==> src/dcr_pkg.sv <==
// package for the calibration pattern readout block
`default_nettype none
package dcr_pkg;
    localparam int MR_W = 17;
    localparam int ADDR_W = 14;
    localparam int BA_W = 3;
    localparam logic [2:0] BA_MR3 = 3'h3;
    localparam logic [2:0] BA_MR0 = 3'h0;
    localparam int MR3_ENABLE_BIT = 2;
    localparam int MR3_SEL_HI = 1;
    localparam int MR3_SEL_LO = 0;
    localparam logic [1:0] SEL_PATTERN = 2'h0;
    localparam int A_ORDER_BIT = 2;
    localparam int A_CHOP_BIT = 12;
    localparam int MR0_BL_HI = 1;
    localparam int MR0_BL_LO = 0;
    localparam logic [1:0] MR0_BL_FIXED8 = 2'h0;
    localparam logic [1:0] MR0_BL_OTF = 2'h1;
    localparam logic [1:0] MR0_BL_FIXED4 = 2'h2;
    localparam logic [7:0] CAL_PATTERN = 8'hAA;
    localparam logic [3:0] BEATS_FULL = 4'h8;
    localparam logic [3:0] BEATS_CHOP = 4'h4;
    localparam logic [2:0] NIBBLE_HI = 3'h4;
    localparam logic [MR_W-1:0] MR_RESET = 17'h00000;

    typedef enum logic [2:0] {
        DCR_NOP, DCR_MRS, DCR_READ, DCR_READ_AP, DCR_WRITE, DCR_OTHER
    } dcr_cmd_e;

    typedef struct packed {
        dcr_cmd_e cmd;
        logic [BA_W-1:0] ba;
        logic [ADDR_W-1:0] addr;
    } dcr_cmd_s;

    typedef struct packed {
        logic valid;
        logic [2:0] start;
        logic [3:0] beats;
    } dcr_burst_s;
endpackage
`default_nettype wire

==> src/dcr_readout.sv <==
// mode register three and calibration pattern readout path
// Operation
// - load register three on mode set; hold
// - register rewrite never touches array contents
// - select bits ignored while readout disabled
// - enable bit zero means normal array access
// - enable bit one returns calibration data
// - reads redirected to calibration register when enabled
// - pattern on prime lines or all lines
// - normal latency, full burst and chop
// - chop returns nibble chosen by bit two
// - burst bit zero is register LSB
// - other address and bank bits ignored
// - address bit twelve picks chop on-the-fly
// - pattern alternates starting with zero
// - codes 01, 10, 11 give no readout
// - bank code 011 addresses register three
// - burst starts read latency after command
`timescale 1ns/1ps
`default_nettype none
module dcr_readout #(
    parameter int DQ_W = 8,
    parameter int LAT_W = 5,
    parameter int LAT_DEPTH = 32
) (
    input wire logic core_clk,
    input wire logic resetn,
    input wire dcr_pkg::dcr_cmd_s cmd_in,
    input wire logic [LAT_W-1:0] read_latency_total,
    input wire logic all_lines_mode,
    input wire logic dll_locked,
    input wire logic [DQ_W-1:0] array_rd_data,
    output logic array_rd_sel,
    output logic array_wr_en,
    output logic [DQ_W-1:0] dq_out,
    output logic dq_oe,
    output logic readout_enabled,
    output logic [dcr_pkg::MR_W-1:0] mode_register_three
);
    localparam int BYTES = (DQ_W + 7) / 8;
    localparam int BYTE_W = 8;

    logic [1:0] mr0_bl;
    logic is_read;
    logic is_mrs3;
    logic chop;
    logic pattern_sel;
    dcr_pkg::dcr_burst_s next_issue;
    dcr_pkg::dcr_burst_s lat_burst;
    logic [3:0] beat_left;
    logic [2:0] beat_idx;
    logic [2:0] cur_idx;
    logic [LAT_W:0] since_issue;
    logic beat_bit;
    logic [DQ_W-1:0] next_dq;

    assign is_mrs3 = cmd_in.cmd == dcr_pkg::DCR_MRS && cmd_in.ba == dcr_pkg::BA_MR3;
    assign is_read = cmd_in.cmd == dcr_pkg::DCR_READ || cmd_in.cmd == dcr_pkg::DCR_READ_AP;
    assign pattern_sel = mode_register_three[dcr_pkg::MR3_ENABLE_BIT]
        && mode_register_three[dcr_pkg::MR3_SEL_HI:dcr_pkg::MR3_SEL_LO] == dcr_pkg::SEL_PATTERN;

    // register three load; only this path writes it, array untouched
    always_ff @(posedge core_clk) begin
        if (!resetn) begin
            mode_register_three <= dcr_pkg::MR_RESET;
        end else if (is_mrs3) begin
            mode_register_three <= dcr_pkg::MR_W'(cmd_in.addr);
        end
    end

    // burst length setting from register zero
    always_ff @(posedge core_clk) begin
        if (!resetn) begin
            mr0_bl <= dcr_pkg::MR0_BL_FIXED8;
        end else if (cmd_in.cmd == dcr_pkg::DCR_MRS && cmd_in.ba == dcr_pkg::BA_MR0) begin
            mr0_bl <= cmd_in.addr[dcr_pkg::MR0_BL_HI:dcr_pkg::MR0_BL_LO];
        end
    end

    // chop decision, only bits 2 and 12 of the address matter
    always_comb begin
        chop = (mr0_bl == dcr_pkg::MR0_BL_FIXED4)
            || (mr0_bl == dcr_pkg::MR0_BL_OTF && !cmd_in.addr[dcr_pkg::A_CHOP_BIT]);
        next_issue = '0;
        next_issue.valid = is_read && pattern_sel && dll_locked;
        next_issue.beats = chop ? dcr_pkg::BEATS_CHOP : dcr_pkg::BEATS_FULL;
        next_issue.start = (chop && cmd_in.addr[dcr_pkg::A_ORDER_BIT]) ? dcr_pkg::NIBBLE_HI : 3'h0;
    end

    dcr_latency_pipe #(
        .DEPTH(LAT_DEPTH),
        .LAT_W(LAT_W)
    ) u_lat (
        .core_clk(core_clk),
        .resetn(resetn),
        .in_burst(next_issue),
        .latency(read_latency_total),
        .out_burst(lat_burst)
    );

    // array routing when readout disabled
    always_ff @(posedge core_clk) begin
        if (!resetn) begin
            array_rd_sel <= 1'b0;
            array_wr_en <= 1'b0;
            readout_enabled <= 1'b0;
        end else begin
            readout_enabled <= mode_register_three[dcr_pkg::MR3_ENABLE_BIT];
            array_rd_sel <= is_read && !mode_register_three[dcr_pkg::MR3_ENABLE_BIT];
            array_wr_en <= cmd_in.cmd == dcr_pkg::DCR_WRITE && !mode_register_three[dcr_pkg::MR3_ENABLE_BIT];
        end
    end

    // beat sequencer
    always_ff @(posedge core_clk) begin
        if (!resetn) begin
            beat_left <= '0;
            beat_idx <= '0;
        end else if (lat_burst.valid) begin
            beat_left <= lat_burst.beats - 4'h1;
            beat_idx <= lat_burst.start + 3'h1;
        end else if (beat_left != '0) begin
            beat_left <= beat_left - 4'h1;
            beat_idx <= beat_idx + 3'h1;
        end
    end

    // first beat taken straight from the delay line
    assign cur_idx = lat_burst.valid ? lat_burst.start : beat_idx;
    assign beat_bit = dcr_pkg::CAL_PATTERN[cur_idx];

    always_comb begin
        next_dq = '0;
        for (int b = 0; b < BYTES; b++) begin
            for (int i = 0; i < BYTE_W; i++) begin
                if (b * BYTE_W + i < DQ_W && (all_lines_mode || i == 0)) begin
                    next_dq[b * BYTE_W + i] = beat_bit;
                end
            end
        end
    end

    // data out: calibration beats, else array data
    always_ff @(posedge core_clk) begin
        if (!resetn) begin
            dq_out <= '0;
            dq_oe <= 1'b0;
        end else if (lat_burst.valid || beat_left != '0) begin
            dq_out <= next_dq;
            dq_oe <= 1'b1;
        end else begin
            dq_out <= array_rd_data;
            dq_oe <= 1'b0;
        end
    end

    // cycles since the last accepted calibration read, saturating
    always_ff @(posedge core_clk) begin
        if (!resetn) begin
            since_issue <= '1;
        end else if (next_issue.valid) begin
            since_issue <= {{LAT_W{1'b0}}, 1'b1};
        end else if (since_issue != '1) begin
            since_issue <= since_issue + 1'b1;
        end
    end
endmodule // dcr_readout
`default_nettype wire

==> src/dcr_latency_pipe.sv <==
// read latency delay line for burst descriptors
`timescale 1ns/1ps
`default_nettype none
module dcr_latency_pipe #(
    parameter int DEPTH = 32,
    parameter int LAT_W = 5
) (
    input wire logic core_clk,
    input wire logic resetn,
    input wire dcr_pkg::dcr_burst_s in_burst,
    input wire logic [LAT_W-1:0] latency,
    output dcr_pkg::dcr_burst_s out_burst
);
    dcr_pkg::dcr_burst_s stage [DEPTH];
    logic [LAT_W-1:0] tap;

    // stage 0 is one cycle after issue
    always_comb begin
        tap = (latency == '0) ? '0 : LAT_W'(latency - 1'b1);
    end

    always_ff @(posedge core_clk) begin
        if (!resetn) begin
            for (int i = 0; i < DEPTH; i++) begin
                stage[i] <= '0;
            end
        end else begin
            stage[0] <= in_burst;
            for (int i = 1; i < DEPTH; i++) begin
                stage[i] <= stage[i-1];
            end
        end
    end

    // registered read of the selected stage
    always_ff @(posedge core_clk) begin
        if (!resetn) begin
            out_burst <= '0;
        end else if (tap == '0) begin
            out_burst <= in_burst;
        end else begin
            out_burst <= stage[tap-1'b1];
        end
    end
endmodule // dcr_latency_pipe
`default_nettype wire

==> config.mk <==
export PLATFORM = sky130hd
export DESIGN_NAME = dcr_readout
export DESIGN_NICKNAME = d
export VERILOG_FILES = /design/src/dcr_pkg.sv /design/src/dcr_readout.sv /design/src/dcr_latency_pipe.sv
export SDC_FILE = /design/constraint.sdc
export NUM_CORES = 1
export LEC_CHECK = 0
export ABC_CLOCK_PERIOD_IN_PS = 3300
export BUFFER_PORTS_ARGS = -buffer_cell sky130_fd_sc_hd__buf_2
export CAP_MARGIN = 0
export CORE_MARGIN = 3
export CORE_UTILIZATION = 58
export CTS_BUF_LIST = sky130_fd_sc_hd__clkbuf_8
export CTS_CLUSTER_SIZE = 10
export DETAILED_ROUTE_END_ITERATION = 10
export PLACE_DENSITY = 0.8
export REMOVE_ABC_BUFFERS = 1
export SYNTH_ARGS = -nofsm -noshare
export SYNTH_HDL_FRONTEND = slang
export SYNTH_HIERARCHICAL = 1
export SYNTH_SLANG_ARGS = --single-unit
export TNS_END_PERCENT = 20
==> constraint.sdc <==
create_clock -name core_clk -period 3.3 [get_ports core_clk]
set_input_delay 0.165 -clock core_clk [delete_from_list [all_inputs] [get_ports core_clk]]
set_output_delay 0.165 -clock core_clk [all_outputs]
set_load 0.05 [all_outputs]
==> results.cfg <==
[timing]
tns_ps = 0
worst_slack_ps = 721.1
skew_ps = 8.513
hold_viol = 0
period_minus_slack_ps = 2579
report.final.slew_viol_count = 0
setup_viol = 0
max_clock_freq_mhz = 387.8
rsz0062_at_grt = false
tightest_slew_ps = 950.5
fin_crit_sh_pct = 78.15
slew_headroom_pct = 36.63

[die]
io-pin-count = 66
core_region_area_mm2 = 0.01420
die_w_um = 127.9
rows = 43
start_util_pct = 60.72
die-area_mm2 = 0.01637
dieHeight_um = 127.9

[place]
dpl_worst_slack_ps = 260.9
port_buffers = 62
dp_hpwl_um = 10160
gp_congestion = 0.7728

[worst_hold_path]
hold_path_class = in2reg
holdPathEnd = mr0_bl[1]$_SDFFE_PN0P_
min_path_cells = 4
worstHoldStart = cmd_in[16]

[critical_path]
regToRegSetupSlack_ps = 1580
critPathMaxFanout = 10
end_kind = flip-flop
regToRegEndpoint = u_lat/out_burst[2]$_SDFF_PN0_
reg2reg_from = u_lat/stage[24][2]$_SDFF_PN0_
crit_path_start_kind = primary input
cp.arrival_ps = 3020
rr_worst_depth = 4
cp_data_required_time_ps = 3740
critical_path_class = in2reg

[synthesis]
yosys_warnings = 6
netlist_area_mm2 = 0.008625
syn_area_per_cell_um2 = 11.78
netlist_instances = 732

[global_routing]
antenna_found_initial = 0
grt.overflow.total = 0
grt_pass1_wl_um = 26950
grt_max_degree = 132
grt.total_usage_pct = 20.22
grt_pass1_vias = 5707

[clocking]
cts_buffer_depth = 3
h-tree-depth = 2
cts-root-buf = clkbuf_8
cts_num_sinks = 231
clk_pin_slew_ps = 60
postCtsSetupRepairBufs = 0
cts_tree = built
cts_inserted_buffers = 37
insertion_delay_ps = 490

[detailed_routing]
dr.pass1.iters = 4
wl_um = 15800
vias = 5398
via_per_inst = 5.297
drcViolationCount = 0
drtAntennaViolNets = 0
wl_per_cell_um = 15.51
drt_iter0_drc = 197

[pwr]
power_leakage_nw = 4.250
vdd_ir_drop_max_uv = 295.7
power.density_mw_per_mm2 = 587.1
finalPower_mw = 5.864

[cells_and_area]
fin_nets = 855
antennaDiodeCount = 0
area_delta_synth_final_pct = 15.81
layout-drive-gt1-share_pct = 22.41

[job]
drv_cap = 0

[status]
status = finished clean
[worst max-delay path by stage]
| stage | from | slack (ps) | to | depth (start not counted) |
|---|---|---|---|---|
| finish | read_latency_total[0] | 720 | u_lat/out_burst[3]$_SDFF_PN0_ | 14 |
| global route | read_latency_total[0] | 510 | u_lat/out_burst[3]$_SDFF_PN0_ | 14 |
| CTS | read_latency_total[0] | 750 | u_lat/out_burst[3]$_SDFF_PN0_ | 14 |
| detailed placement | read_latency_total[0] | 260 | u_lat/out_burst[2]$_SDFF_PN0_ | 10 |
| global placement | read_latency_total[0] | 330 | u_lat/out_burst[2]$_SDFF_PN0_ | 10 |
| floorplan | read_latency_total[0] | -2570 | u_lat/out_burst[2]$_SDFF_PN0_ | 10 |
[power by group]
part	total [mW]	internal (mW)	switching, mW
clock network	2.30	1.28	1.02
registers	2.89	2.86	0.0298
logic	0.680	0.261	0.419
[layout by cell type (no fill, tap or decap), types with 7 or more instances in the layout]
cell and count:
dfxtp_1 231, and2_1 192, buf_2 61, mux4_2 48, clkbuf_8 47, mux2i_1 44, nand2_1 35, dlygate4sd3_1 26
inv_1 22, nor2_1 12, buf_4 10, a21o_1 9, conb_1 9, nand2b_1 7
[layout make-up]
cell class              count  area [um2]
flip-flops and latches    231        4624
fillers                  1006        4215
multi-input cells         434        3696
repair buffers             99       680.7
clock buffers              47       646.9
well taps                 180       225.2
clock inverters            16       70.07
inverters                  12       45.04
[worst max-delay path: stages]
cell	delay, ps
buf_2	170
inv_1	80
ha_1	380
and2b_4	250
a21oi_4	70
inv_1	70
ha_2	270
o31ai_1	100
a221o_1	310
a221oi_2	410
buf_4	210
nand3_1	130
o22ai_1	280
a211o_1	130
[state kept, by name, indices dropped and copies added (netlist names)]
| signal | flops |
|---|---|
| u_lat/stage | 192 |
| mode_register_three | 14 |
| dq_out | 8 |
| u_lat/out_burst | 6 |
| beat_left | 4 |
| mr0_bl | 2 |
| array_rd_sel | 1 |
| array_wr_en | 1 |
| beat_idx | 1 |
| dq_oe | 1 |
| readout_enabled | 1 |
[per-stage QoR]
step	cells	util [%]	area (um2)	hold slack, ps
6_report	1019	70.32	9988	42.25
4_1_cts	1019	70.32	9988	18.23
5_1_grt	1019	70.32	9988	36.87
3_5_place_dp	930	63.44	9011	354.9
2_1_floorplan	677	-	8348	241.7
3_3_place_gp	930	63.44	9011	340.9
[metal layers]
metal | vias up | share of wire (%) | GRT usage [%]
li1 | 2632 | - | -
met1 | 2624 | 43 | 24.75
met2 | 108 | 50 | 34.53
met3 | 34 | 4.3 | 5.000
met4 | 0 | 2.3 | 7.740
met5 | - | 0 | 0
[what timing repair did]
| action | in CTS | in global routing |
|---|---|---|
| hold endpoints to repair | 26 | 0 |
| gates resized for setup | 0 | 0 |
| hold buffers | 26 | 0 |
Note: power is estimated with default switching activity, not from simulation.
